**config.mk**
```make
export PLATFORM = sky130hd
export DESIGN_NAME = clock_source_select_nmi
export DESIGN_NICKNAME = d
export VERILOG_FILES = /design/src/design/clk_nmi_pkg.sv /design/src/design/clk_switch.sv /design/src/design/clock_source_select_nmi.sv
export VERILOG_INCLUDE_DIRS = /design/src /design/src/design
export SDC_FILE = /design/constraint.sdc
export NUM_CORES = 1
export LEC_CHECK = 0
export BUFFER_PORTS_ARGS = -buffer_cell sky130_fd_sc_hd__buf_4
export CAP_MARGIN = 0
export CORE_ASPECT_RATIO = 1.5
export CORE_UTILIZATION = 56
export DETAILED_ROUTE_END_ITERATION = 7
export HOLD_SLACK_MARGIN = 0.15
export PLACE_DENSITY = 0.88
export SLEW_MARGIN = 20
export SYNTH_ARGS = -nofsm -noshare
export SYNTH_HDL_FRONTEND = slang
export SYNTH_SLANG_ARGS = --single-unit
```
**constraint.sdc**
```tcl
create_clock -name mclk -period 9.75 [get_ports mclk]
set_input_delay 2.925 -clock mclk [delete_from_list [all_inputs] [get_ports mclk]]
set_output_delay 2.925 -clock mclk [all_outputs]
set_load 0.01 [all_outputs]
```
**src/design/clk_nmi_map.svh**
```systemverilog
// source indices, field codes, reset values and timing counts of the clock select and nmi block
`ifndef CLK_NMI_MAP_SVH
`define CLK_NMI_MAP_SVH

// ----------------------------------------------------------------
// oscillator select codes
// ----------------------------------------------------------------
`define OSC_CODE_MAIN      3'h0
`define OSC_CODE_INT       3'h1
`define OSC_CODE_INT_DIV4  3'h2
`define OSC_CODE_LOWFREQ   3'h3
`define OSC_CODE_RTC       3'h7

// ----------------------------------------------------------------
// source indices into the switch
// ----------------------------------------------------------------
`define SRC_IDX_MAIN       3'h0
`define SRC_IDX_INT        3'h1
`define SRC_IDX_INT_DIV4   3'h2
`define SRC_IDX_LOWFREQ    3'h3
`define SRC_IDX_RTC        3'h4
`define SRC_IDX_PLL        3'h5
`define SRC_IDX_RESET      `SRC_IDX_INT

// ----------------------------------------------------------------
// reset values and timing
// ----------------------------------------------------------------
`define REG_ADJUST_RESET   6'h00
`define CLK_PERIOD_NS      20
`define OSC_CHECK_NS       1000
`define OSC_CHECK_CYCLES   (`OSC_CHECK_NS / `CLK_PERIOD_NS)

`endif

```
**src/design/clk_nmi_pkg.sv**
```systemverilog
// types of the clock select and nmi block
package clk_nmi_pkg;

    typedef logic [2:0] srcIdx_t;

    typedef struct packed {
        logic       bypass;
        logic [1:0] oscSelect;
        logic       useDivisor;
        logic [3:0] divisorField;
    } clockConfig_s;

    typedef struct packed {
        logic       useExtConfig;
        logic       bypass;
        logic [2:0] oscSelectExt;
        logic [5:0] divisorField;
    } clockConfigExt_s;

    typedef enum logic [1:0] {
        SW_RUN   = 2'b00,
        SW_DRAIN = 2'b01,
        SW_HOLD  = 2'b11
    } switch_e;

endpackage : clk_nmi_pkg

```
**src/design/clk_switch.sv**
```systemverilog
// glitch-free selector between sampled clock source levels
`timescale 1ns/1ps
`include "clk_nmi_map.svh"

module clk_switch
    import clk_nmi_pkg::*;
(
    input  wire logic       mclk,
    input  wire logic       sys_rst,
    input  wire logic [7:0] srcLevel,
    input  wire srcIdx_t    reqIdx,
    output srcIdx_t         activeIdx_ff,
    output logic            clkOut_ff
);

    switch_e state_ff;
    switch_e nxt_state;
    srcIdx_t nxt_activeIdx;
    logic    nxt_clkOut;

    wire logic oldLevel = srcLevel[activeIdx_ff];
    wire logic newLevel = srcLevel[reqIdx];

    // ----------------------------------------------------------------
    // switch sequence
    // ----------------------------------------------------------------
    // output is only gated off while the old source is low and only
    // reopened while the new one is low, so no pulse is ever cut short
    always_comb begin
        nxt_state     = state_ff;
        nxt_activeIdx = activeIdx_ff;
        nxt_clkOut    = 1'b0;
        case (state_ff)
            SW_RUN: begin
                nxt_clkOut = oldLevel;
                if (reqIdx != activeIdx_ff) begin
                    nxt_state = SW_DRAIN;
                end
            end
            SW_DRAIN: begin
                nxt_clkOut = oldLevel;
                if (!oldLevel) begin
                    nxt_clkOut = 1'b0;
                    nxt_state  = SW_HOLD;
                end
            end
            SW_HOLD: begin
                if (!newLevel) begin
                    nxt_activeIdx = reqIdx;
                    nxt_state     = SW_RUN;
                end
            end
            default: begin
                nxt_state = SW_RUN;
            end
        endcase
    end

    always_ff @(posedge mclk) begin
        if (sys_rst) begin
            state_ff     <= SW_RUN;
            activeIdx_ff <= `SRC_IDX_RESET;
            clkOut_ff    <= 1'b0;
        end else begin
            state_ff     <= nxt_state;
            activeIdx_ff <= nxt_activeIdx;
            clkOut_ff    <= nxt_clkOut;
        end
    end
endmodule : clk_switch

```
**src/design/clock_source_select_nmi.sv**
```systemverilog
// system clock source selection, divisor, nmi merge, oscillator check and regulator adjust
`timescale 1ns/1ps
`include "clk_nmi_map.svh"

module clock_source_select_nmi
    import clk_nmi_pkg::*;
(
    input  wire logic            mclk,
    input  wire logic            sys_rst,
    input  wire logic            mainOsc,
    input  wire logic            intOsc,
    input  wire logic            lowFreqOsc,
    input  wire logic            rtcOsc,
    input  wire logic            pllOut,
    input  wire clockConfig_s    clockConfigReg,
    input  wire clockConfigExt_s clockConfigExtReg,
    input  wire logic            oscCheckEnable,
    input  wire logic            nmiPin,
    input  wire logic            altFuncEnable,
    input  wire logic            portUnlocked,
    input  wire logic            portCommit,
    input  wire logic            nmiAck,
    input  wire logic            resetCauseClear,
    input  wire logic            adjustWrite,
    input  wire logic [5:0]      adjustValue,
    output logic                 systemClock_ff,
    output logic                 pllRefEnable_ff,
    output logic                 nmi_ff,
    output logic                 porRequest_ff,
    output logic                 mainOscFailFlag_ff,
    output logic                 nmiPinEnabled_ff,
    output logic [5:0]           regulatorVoltageAdjust_ff
);

    // ----------------------------------------------------------------
    // selection decode
    // ----------------------------------------------------------------
    // codes without a source fall back to the internal oscillator
    function automatic srcIdx_t decodeSource(input logic bypass, input logic [2:0] code);
        srcIdx_t idx;
        idx = `SRC_IDX_INT;
        if (!bypass && code == `OSC_CODE_MAIN) begin
            idx = `SRC_IDX_PLL;
        end else begin
            case (code)
                `OSC_CODE_MAIN:     idx = `SRC_IDX_MAIN;
                `OSC_CODE_INT:      idx = `SRC_IDX_INT;
                `OSC_CODE_INT_DIV4: idx = `SRC_IDX_INT_DIV4;
                `OSC_CODE_LOWFREQ:  idx = `SRC_IDX_LOWFREQ;
                `OSC_CODE_RTC:      idx = `SRC_IDX_RTC;
                default:            idx = `SRC_IDX_INT;
            endcase
        end
        return idx;
    endfunction : decodeSource

    wire logic       useExt    = clockConfigExtReg.useExtConfig;
    wire logic       effBypass = useExt ? clockConfigExtReg.bypass
                                        : clockConfigReg.bypass;
    wire logic [2:0] effCode   = useExt ? clockConfigExtReg.oscSelectExt
                                        : {1'b0, clockConfigReg.oscSelect};
    wire logic [5:0] divM1     = useExt ? clockConfigExtReg.divisorField
                               : (clockConfigReg.useDivisor ? {2'b00, clockConfigReg.divisorField}
                                                            : 6'h00);
    wire srcIdx_t    selIdx    = decodeSource(effBypass, effCode);
    wire logic       pllRefOn  = !effBypass && (effCode == `OSC_CODE_MAIN);

    // ----------------------------------------------------------------
    // internal oscillator divided by four
    // ----------------------------------------------------------------
    logic intPrev_ff;
    logic intHalf_ff;
    logic intDiv4_ff;
    wire logic intRise = intOsc && !intPrev_ff;

    always_ff @(posedge mclk) begin
        if (sys_rst) begin
            intPrev_ff <= 1'b0;
            intHalf_ff <= 1'b0;
            intDiv4_ff <= 1'b0;
        end else begin
            intPrev_ff <= intOsc;
            if (intRise) begin
                intHalf_ff <= !intHalf_ff;
                if (intHalf_ff) begin
                    intDiv4_ff <= !intDiv4_ff;
                end
            end
        end
    end

    // ----------------------------------------------------------------
    // glitch-free source switch
    // ----------------------------------------------------------------
    wire logic [7:0] srcLevel = {2'b00, pllOut, rtcOsc, lowFreqOsc,
                                 intDiv4_ff, intOsc, mainOsc};
    srcIdx_t   activeIdx;
    logic      switchedClk;

    clk_switch u_switch (
        .mclk         (mclk),
        .sys_rst      (sys_rst),
        .srcLevel     (srcLevel),
        .reqIdx       (selIdx),
        .activeIdx_ff (activeIdx),
        .clkOut_ff    (switchedClk)
    );

    // ----------------------------------------------------------------
    // system clock divisor
    // ----------------------------------------------------------------
    // counts rising edges of the switched source; a divisor change
    // takes effect at the next rising edge (at once for a divisor of one), not at a wrap
    logic       swPrev_ff;
    logic [5:0] divCnt_ff;
    wire logic       swRise   = switchedClk && !swPrev_ff;
    wire logic       divWrap  = (divCnt_ff >= divM1);
    wire logic [5:0] nxt_cnt  = divWrap ? 6'h00 : divCnt_ff + 6'h01;
    wire logic [6:0] divisor  = {1'b0, divM1} + 7'h01;
    wire logic [5:0] halfDiv  = divisor[6:1];
    wire logic       nxt_systemClock = (divM1 == 6'h00) ? switchedClk
                                 : (swRise ? (nxt_cnt < halfDiv) : systemClock_ff);

    always_ff @(posedge mclk) begin
        if (sys_rst) begin
            swPrev_ff      <= 1'b0;
            divCnt_ff      <= 6'h00;
            systemClock_ff <= 1'b0;
            pllRefEnable_ff <= 1'b0;
        end else begin
            swPrev_ff      <= switchedClk;
            if (swRise) begin
                divCnt_ff <= nxt_cnt;
            end
            systemClock_ff <= nxt_systemClock;
            pllRefEnable_ff <= pllRefOn;
        end
    end

    // ----------------------------------------------------------------
    // main oscillator check
    // ----------------------------------------------------------------
    // a missing edge for the whole window counts as failure; the
    // failure is reported once until the check is turned off
    logic       mainPrev_ff;
    logic [5:0] stallCnt_ff;
    logic       failLatched_ff;
    logic       failNmiPending_ff;
    wire logic mainEdge  = mainOsc != mainPrev_ff;
    wire logic stallEnd  = stallCnt_ff == 6'(`OSC_CHECK_CYCLES - 1);
    wire logic failEvent = oscCheckEnable && !mainEdge && stallEnd && !failLatched_ff;

    always_ff @(posedge mclk) begin
        if (sys_rst) begin
            mainPrev_ff    <= 1'b0;
            stallCnt_ff    <= 6'h00;
            failLatched_ff <= 1'b0;
        end else begin
            mainPrev_ff <= mainOsc;
            if (!oscCheckEnable || mainEdge) begin
                stallCnt_ff <= 6'h00;
            end else if (!stallEnd) begin
                stallCnt_ff <= stallCnt_ff + 6'h01;
            end
            failLatched_ff <= oscCheckEnable && (failLatched_ff || failEvent);
        end
    end

    // ----------------------------------------------------------------
    // reset cause flag, reset request and nmi merge
    // ----------------------------------------------------------------
    always_ff @(posedge mclk) begin
        if (sys_rst) begin
            mainOscFailFlag_ff <= 1'b0;
            porRequest_ff      <= 1'b0;
            failNmiPending_ff  <= 1'b0;
            nmiPinEnabled_ff   <= 1'b0;
            nmi_ff             <= 1'b0;
        end else begin
            // set beats a clear in the same cycle
            mainOscFailFlag_ff <= failEvent || (mainOscFailFlag_ff && !resetCauseClear);
            porRequest_ff      <= failEvent;
            failNmiPending_ff  <= failEvent || (failNmiPending_ff && !nmiAck);
            if (portUnlocked && portCommit) begin
                nmiPinEnabled_ff <= altFuncEnable;
            end
            nmi_ff <= (nmiPinEnabled_ff && nmiPin) || failNmiPending_ff;
        end
    end

    // ----------------------------------------------------------------
    // regulator adjust
    // ----------------------------------------------------------------
    always_ff @(posedge mclk) begin
        if (sys_rst) begin
            regulatorVoltageAdjust_ff <= `REG_ADJUST_RESET;
        end else if (adjustWrite) begin
            regulatorVoltageAdjust_ff <= adjustValue;
        end
    end
endmodule : clock_source_select_nmi

```
==> flow_summary.ini, run 1 <==
[final_layout]
syn2layout_area_growth_pct = 21.62
mostFrequentLayoutCell = buf_4
fillCellCount = 290
regArea_um2 = 740.7
multi_input_area_um2 = 1415
drive_above_1_share = 0.2236
nets = 366
final_cell_mix = 51 x buf_4, 37 x dfxtp_1, 31 x nor2_1, 22 x nand2_1, 14 x ha_1
diodes = 0

[power]
p_sw_frac = 0.2822
p_int_mw = 0.2467
p_sw_mw = 0.09700
vdd_drop_max_mv = 0.1256
powerDensity_nw_per_um2 = 125.6
seq_power_share = 0.472
p_total_mw = 0.3437
p_leak_nw = 1.200
clock_power_share = 0.333
combPwrFrac = 0.195

[clocking]
clk_latency_ns = 0.29
postCtsHoldBufs = 0
clk_path_buf_depth = 2
ctsResizeCount = 0
clk_pin_slew_worst_paths_ns = 0.07
clock-sinks = 37
h-tree-depth = 2
postCtsSetupBuffers = 0
cts_root_buffer = clkbuf_8
cts_buffers = 5
cts_tree = built

[yosys]
async_flop_share = 0
synth_ff_type = dfxtp_1
synthCells = 264
synth_cell_types = 50
yosys_warnings = 0
synth.net_count = 318
synth_edf_count = 0
synth_area_um2 = 2251
ys_seq_area_frac = 0.3291
synth-seq-cells = 37
syn_avg_cell_area_um2 = 8.526

[timing]
worst_hold_slack_ns = 0.4649
timing.final.crit_share = 0.6057
min_period_ns = 5.905
setup_viol = 0
fmax_mhz = 169.3
rsz0062_at_grt = no
maxSlewViolCount = 0
maxSlewHeadroom = 0.6142
setup_tns_ns = 0
worst_slew_pin_slew_ns = 0.5786
finalHoldViolations = 0
worst_slack_ns = 3.845
clock_skew_ns = 0.003526

[floorplanning]
die-area_um2 = 4282
initial_core_util = 0.6003
coreArea_um2 = 3750
fp.dieW_um = 53.77
die_h_um = 79.65
io_pins = 52
rows = 27

[setup_path]
cp-end-kind = flop
r2r_slack_ns = 6.54
regToRegStartpoint = divCnt_ff[0]
crit_fanout = 22
reg2reg_depth = 15
crit_chain = buf_4, nor2b_1, a22o_1, ha_1, nand2b_1, a21oi_1, maj3_2, maj3_2, o21ai_4, nor2_1, ha_1, a21oi_1, nor2b_1, o21ai_0, nand2_1, a221oi_1, o211a_1
cp.buffers_inverters = 1
worst-endpoint-arrival_ns = 6.15
cp_slowest_cell = maj3_2
crit_type = in -> reg
startpoint_type = input port
worstPathRequired_ns = 9.99
critPathMaxStageDelay_ns = 0.36
critPathTopFamily = compound AO/OA/AOI/OAI gates
r2r_end = systemClock_ff

[placed_design]
numPortBuffers = 51
pre_cts_slack_ns = 3.561
place_hpwl_mm = 3.704
gp_congestion = 0.8597

[detailed_routing]
vias = 2032
firstDrtPassIters = 4
wl_met3_um = 98
wl_per_cell_um = 13.95
route.met2.wl_mm = 2.741
drcViolationCount = 0
wl_met1_mm = 1.990
drt_iter0_drc = 30
antenna_left = 0
routed.top_layer = met4
drt_wl_total_mm = 4.966
via_per_inst = 5.708

[run_status]
outcome = finished clean

[job]
drv_cap = 0

[min_path]
min_from = failNmiPending_ff
hold-path-cell-count = 1
min_path_type = reg -> reg
hold_end = failNmiPending_ff

[global_route]
gr-total-overflow = 0
antenna_found_initial = 0
grt_use_total = 0.2513
grt_pass1_wl_mm = 8.004
grt_max_degree = 44
grt_pass1_vias = 1965
[routing by layer]
layer,vias up,track usage
met5,-,0
li1,1035,-
met2,24,0.4654
met4,0,0.1105
met3,14,0.04952
met1,959,0.2544
[how the worst max path moves through the flow]
| stage | start | to | slack [ns] | cells after the start |
|---|---|---|---|---|
| 3_3_place_gp | clockConfigExtReg[10] | systemClock_ff | 3.71 | 17 |
| 6_report | clockConfigExtReg[10] | systemClock_ff | 3.84 | 17 |
| 4_1_cts | clockConfigExtReg[10] | systemClock_ff | 3.86 | 17 |
| 3_5_place_dp | clockConfigExtReg[10] | systemClock_ff | 3.56 | 17 |
| 5_1_grt | clockConfigExtReg[10] | systemClock_ff | 3.65 | 17 |
| 2_1_floorplan | clockConfigExtReg[10] | systemClock_ff | 3.78 | 18 |
[logic make-up after synthesis]
logic type | Yosys count | synth area share
simple gates | 105 | 0.2307
fa+ha+maj | 16 | 0.08783
compound gates | 52 | 0.1762
buf+inv | 23 | 0.04225
flops | 37 | 0.3291
xor+xnor | 18 | 0.07004
mux | 13 | 0.06393
[layout make-up]
type	instances	area share
well taps	43	0.01965
flip-flops and latches	37	0.2706
multi-input cells	204	0.5169
clock buffers	6	0.03016
repair buffers	51	0.1399
clock inverters	2	0.005027
inverters	13	0.01782
[registers in the layout (all words and copies together), names as in the netlist]
signal and flops:
nmiPinEnabled_ff 1, intHalf_ff 1, intDiv4_ff 1, u_switch.clkOut_ff 1, nmi_ff 1, swPrev_ff 1
divCnt_ff 6, stallCnt_ff 6, regulatorVoltageAdjust_ff 6, mainOscFailFlag_ff 1, porRequest_ff 1, failNmiPending_ff 1
failLatched_ff 1, intPrev_ff 1, u_switch.activeIdx_ff 3, systemClock_ff 1, pllRefEnable_ff 1, u_switch.state_ff 2
mainPrev_ff 1
[power groups by stage]
stage                     registers, mW  logic, mW  clock network, mW
after floorplan                   0.165     0.0412                  0
final                             0.162     0.0669              0.114
after global placement            0.165     0.0648                  0
after detailed placement          0.166     0.0667                  0
after global routing              0.163     0.0741              0.121
after CTS                         0.162     0.0671              0.116
[cell usage after synthesis, types with 8 or more instances]
master	number	area share
ha_1	14	0.078
inv_1	13	0.022
nand2_1	22	0.037
dfxtp_1	37	0.33
xor2_1	10	0.039
nand3b_1	8	0.027
xnor2_1	8	0.031
a21oi_1	13	0.029
nand3_1	8	0.018
mux2i_1	11	0.049
nor2_1	31	0.052
[stage by stage]
| step | area [um^2] | utilization | cells |
|---|---|---|---|
| global placement | 2641 | 0.7044 | 348 |
| finish | 2738 | 0.7301 | 356 |
| floorplan | 2251 | - | 264 |
| detailed placement | 2641 | 0.7044 | 348 |
| CTS | 2738 | 0.7301 | 356 |
| global route | 2738 | 0.7301 | 356 |
(Power assumes the default switching activity.)
==> run 2: changes to the inputs <==
ABC_AREA = 1   (was default)
CORE_UTILIZATION = 53   (was 56)
PLACE_DENSITY = 0.85   (was 0.88)
clock period = 5.7 ns   (was 9.75 ns; I/O delays follow)
==> run 2 against run 1 <==
  * Via count is 5.0% higher
  * Worst hold slack got worse by 0.039 ns
  * Non-clock buffer count did not move
  * Synthesized cell count increased by 18%
  * Routed wire length is 4.9% lower
  * Global-route usage down 1.1 points
  * Synthesized area fell by 2.9%
  * Sequential power rose by 76%
  * Critical endpoint unchanged
==> flow_summary.ini, run 2 <==
[run_status]
outcome = finished clean

[floorplanning]
die-area_um2 = 4390
fp.dieW_um = 54.44
io_pins = 52
die_h_um = 80.66
rows = 28
coreArea_um2 = 3959
initial_core_util = 0.5521

[yosys]
synth_ff_type = dfxtp_1
synth_edf_count = 0
synthCells = 312
ys_seq_area_frac = 0.3389
syn_avg_cell_area_um2 = 7.006
synth_top_area_share = 0.3389
async_flop_share = 0
synth_cell_types = 32
synth_area_leaders = dfxtp_1 34%, nand2_1 12%, ha_1 8.0%
yosys_warnings = 0
synthTopCellsByCount = 70 x nand2_1, 45 x inv_1, 37 x dfxtp_1
synth-seq-cells = 37
yosysTopAreaCell = dfxtp_1
synth_area_um2 = 2186
yosysMostFrequentCell = nand2_1
synth.net_count = 366

[clocking]
postCtsHoldBufs = 0
ctsResizeCount = 0
clk_latency_ns = 0.29
postCtsSetupBuffers = 0
cts_root_buffer = clkbuf_8
cts_buffers = 5
h-tree-depth = 2
cts_tree = built
clk_path_buf_depth = 2
clock-sinks = 37
clk_pin_slew_worst_paths_ns = 0.08

[timing]
timing.final.crit_share = 0.7022
maxSlewHeadroom = 0.6433
rsz0062_at_grt = no
setup_tns_ns = 0
min_period_ns = 4.003
worst_slew_pin_slew_ns = 0.5330
maxSlewViolCount = 0
fmax_mhz = 249.8
setup_viol = 0
finalHoldViolations = 0
clock_skew_ns = 0.005944
worst_hold_slack_ns = 0.4260

[global_route]
grt_use_total = 0.2403
antenna_found_initial = 0
grt_pass1_wl_mm = 7.783
grt_max_degree = 17
gr-total-overflow = 0
grt_pass1_vias = 2078

[final_layout]
syn2layout_area_growth_pct = 24.56
final_cell_mix = 70 x nand2_1, 51 x buf_4, 45 x inv_1, 37 x dfxtp_1, 36 x nor2_1
nets = 420
fillCellCount = 334
final_cell_count_no_fill = 412
fin_util = 0.6877
reg_top3 = divCnt_ff (6), regulatorVoltageAdjust_ff (6), stallCnt_ff (6)
mostFrequentLayoutCell = nand2_1
drive_above_1_share = 0.2153
diodes = 0

[setup_path]
worstPathRequired_ns = 5.92
cp-end-kind = flop
crit_fanout = 11
worst-endpoint-arrival_ns = 4.23
startpoint_type = input port
crit_type = in -> reg

[power]
seq_power_share = 0.436
vdd_drop_max_mv = 0.2264
p_sw_mw = 0.1765
combPwrFrac = 0.206
p_sw_frac = 0.2704
powerDensity_nw_per_um2 = 239.7
p_leak_nw = 1.357
p_total_mw = 0.6527
clock_power_share = 0.357
p_int_mw = 0.4762

[min_path]
min_path_type = reg -> reg

[detailed_routing]
drcViolationCount = 0
firstDrtPassIters = 4
wl_per_cell_um = 11.46
drt_wl_total_mm = 4.722
antenna_left = 0
via_per_inst = 5.180
vias = 2134
drt_iter0_drc = 42

[placed_design]
place_inst = 404
place_hpwl_mm = 3.775
numPortBuffers = 51
gp_congestion = 0.9204

[job]
drv_cap = 0
[run 2: cell count changes in the layout (fill, tap and decap cells not counted), sizes merged, moves of 5 or more]
cell / previous run / this run
nand2: 22 / 79
mux2i: 11 / 0
a21oi: 13 / 23
nor2b: 7 / 0
inv: 13 / 46
xnor2: 8 / 3
o211ai: 6 / 1
nand2b: 6 / 0
nand3: 8 / 21
nor2: 31 / 38
o21ai: 8 / 15
[run 2: through the flow]
step	setup slack (ns)	instance area (um^2)
floorplan	1.872	2186
global placement	1.574	2603
detailed placement	1.406	2603
CTS	1.706	2723
global route	1.402	2723
finish	1.697	2723
[run 2: worst paths after layout]
kind	startpoint	endpoint	slack, ns	cells after the start
max	clockConfigExtReg[10]	systemClock_ff	1.70	24
min	failLatched_ff	porRequest_ff	0.43	1
max reg2reg	divCnt_ff[0]	systemClock_ff	3.35	19
min reg2reg	failLatched_ff	porRequest_ff	0.43	1
[run 2: cells by family after synthesis]
kind of cell | after synthesis | synth area share
buffers and inverters | 50 | 0.08929
xor gates and xnor gates | 11 | 0.04408
DFF | 37 | 0.3389
AOI/OAI and AO/OA | 45 | 0.1174
and+or+nand+nor | 154 | 0.3251
adders and majority gates | 14 | 0.08014
muxes | 1 | 0.005151
[run 2: final cells by class]
class	count	area [um^2]	share of cell area
well taps	45	56.30	0.02068
repair buffers	51	382.9	0.1406
multi-input cells	225	1250	0.4591
clock inverters	2	37.54	0.01379
inverters	46	172.7	0.06342
clock buffers	6	82.58	0.03033
flip-flops and latches	37	740.7	0.2721
[run 2: per-layer routing]
| metal | track usage | vias to the layer above | wire, um |
|---|---|---|---|
| met2 | 0.4622 | 58 | 2688 |
| met1 | 0.2271 | 960 | 1767 |
| met4 | 0.1154 | 0 | 87 |
| met3 | 0.03977 | 8 | 179 |
| met5 | 0 | - | 0 |
| li1 | - | 1108 | - |
[run 2: worst max-delay path, stage by stage]
cell and delay [ns]:
buf_4 0.14, inv_1 0.12, nand2_1 0.08, inv_1 0.05, a22oi_1 0.18, inv_1 0.11, ha_1 0.28, inv_1 0.05
nand2_1 0.05, nand2_1 0.05, nand2_1 0.04, nand2_1 0.06, nand3_1 0.06, nand2_1 0.07, nand2_1 0.10, nor2_1 0.16
ha_1 0.27, nand2_1 0.07, inv_1 0.04, o21ai_0 0.14, nand3_1 0.09, nor2_1 0.10, nand2_1 0.06, a21oi_1 0.11
[run 2: power groups by stage]
stage	combinational, mW	clock, mW	sequential, mW
floorplan	0.0855	0	0.291
global placement	0.130	0	0.290
finish	0.135	0.233	0.285
detailed placement	0.133	0	0.291
CTS	0.135	0.239	0.285
global route	0.151	0.250	0.287
==> run 3: changes to the inputs <==
ABC_AREA = 0   (was 1)
CORE_UTILIZATION = 54   (was 53)
PLACE_DENSITY = 0.86   (was 0.85)
clock period = 4.2 ns   (was 5.7 ns; I/O delays follow)
==> run 3 against run 2 <==
  * Flip-flop and latch count is the same
  * Combinational power grew 20%
  * Worst hold slack gained 0.041 ns
  * Critical path depth shrank 7
  * Clock skew grew 0.00093 ns
  * Utilization grew 1.4 points
  * Die area grew 1.0%
  * Design area grew 2.1%
  * Clock power grew 13%
  * First-iteration DRC count grew 88%
  * Via count shrank 2.8%
  * Sequential power grew 32%
  * Largest power group unchanged
==> flow_summary.ini, run 3 (same netlist as run 1, synthesis figures left out) <==
[global_route]
grt_pass1_vias = 2001
gr-total-overflow = 0
grt_pass1_wl_mm = 8.142
grt_use_total = 0.2498
grt_max_degree = 44
antenna_found_initial = 0

[detailed_routing]
via_per_inst = 5.729
firstDrtPassIters = 4
vias = 2074
drcViolationCount = 0
drt_wl_total_mm = 5.006
drt_iter0_drc = 79
wl_per_cell_um = 13.83
antenna_left = 0

[timing]
setup_tns_ns = 0
fmax_mhz = 251.8
min_period_ns = 3.972
rsz0062_at_grt = no
worst_hold_slack_ns = 0.4666
setup_viol = 0
worst_slew_pin_slew_ns = 0.5835
maxSlewViolCount = 0
timing.final.crit_share = 0.9457
clock_skew_ns = 0.006872
maxSlewHeadroom = 0.6110
finalHoldViolations = 0

[floorplanning]
rows = 28
io_pins = 52
fp.dieW_um = 54.72
die-area_um2 = 4436
initial_core_util = 0.5686
coreArea_um2 = 3959
die_h_um = 81.08

[setup_path]
crit_fanout = 6
crit_type = in -> reg
worst-endpoint-arrival_ns = 4.21
cp-end-kind = flop
startpoint_type = input port
worstPathRequired_ns = 4.44
r2r_slack_ns = 1.13

[final_layout]
drive_above_1_share = 0.2397
diodes = 0
fin_util = 0.7020
nets = 370
fillCellCount = 329
multi_input_area_um2 = 1424
final_cell_mix = 55 x buf_4, 37 x dfxtp_1, 31 x nor2_1, 22 x nand2_1, 14 x ha_1
mostFrequentLayoutCell = buf_4
reg_top3 = divCnt_ff (6), regulatorVoltageAdjust_ff (6), stallCnt_ff (6)
regArea_um2 = 740.7
syn2layout_area_growth_pct = 23.46

[clocking]
clk_latency_ns = 0.29
cts_buffers = 5
cts_root_buffer = clkbuf_8
cts_tree = built
clk_path_buf_depth = 2
postCtsHoldBufs = 0
ctsResizeCount = 0
clock-sinks = 37
postCtsSetupBuffers = 0
clk_pin_slew_worst_paths_ns = 0.08
h-tree-depth = 2

[placed_design]
place_hpwl_mm = 3.748
numPortBuffers = 51
gp_congestion = 0.9649

[min_path]
min_path_type = reg -> reg

[power]
p_leak_nw = 1.220
vdd_drop_max_mv = 0.3965
powerDensity_nw_per_um2 = 289.0

[run_status]
outcome = finished clean

[job]
drv_cap = 0
## run 3: cell types whose count changed in the layout (fill, tap and decap cells not counted), sizes merged, moves of 6 or more
cell	change
nand2	-57
a21oi	-10
nor2	-7
o21ai	-7
nand2b	+6
inv	-33
nand3	-13
nor2b	+7
mux2i	+11
## run 3: area by class of cell
class / instances / area share
clock buffers: 6 / 0.02972
clock inverters: 2 / 0.004953
inverters: 13 / 0.01756
multi-input cells: 204 / 0.5124
flip-flops and latches: 37 / 0.2665
well taps: 45 / 0.02026
repair buffers: 55 / 0.1486
## run 3: routing by layer
layer	share of wire	GRT usage
met1	0.38	0.2454
met4	0.018	0.09231
met5	0	0
met3	0.024	0.05056
met2	0.57	0.4783
## run 3: worst max-delay path: stages
cell and delay (ns):
buf_4 0.12, nor2b_2 0.15, a22o_1 0.21, ha_1 0.27, nand2b_1 0.10, a21oi_1 0.07, maj3_2 0.30, maj3_2 0.34
o21ai_4 0.21, nor2_1 0.07, ha_1 0.29, a21oi_1 0.15, nor2b_1 0.07, o21ai_1 0.14, nand2_1 0.08, a221oi_2 0.21
o211a_1 0.17
## run 3: power breakdown
group / switching [mW] / total, mW / internal, mW
Clock: 0.131 / 0.264 / 0.133
Combinational: 0.0817 / 0.162 / 0.0804
Sequential: 0.0127 / 0.377 / 0.365
## run 3: worst paths after layout
path                                        start        endpoint  cells past startpoint
worst min register to register     failLatched_ff   porRequest_ff                      1
worst max register to register       divCnt_ff[0]  systemClock_ff                     15
worst max-delay path            clockConfigReg[4]  systemClock_ff                     17
worst min-delay path               failLatched_ff   porRequest_ff                      1
## run 3: per-stage QoR
step	cell area (um^2)	cells	setup WS (ns)	power, mW
2_1_floorplan	2263	264	0.0001297	0.4816
3_3_place_gp	2680	354	0.08116	0.5412
3_5_place_dp	2680	354	-0.01305	0.5456
4_1_cts	2776	362	0.2351	0.8037
5_1_grt	2779	362	0.01783	0.8370
6_report	2779	362	0.2280	0.8030
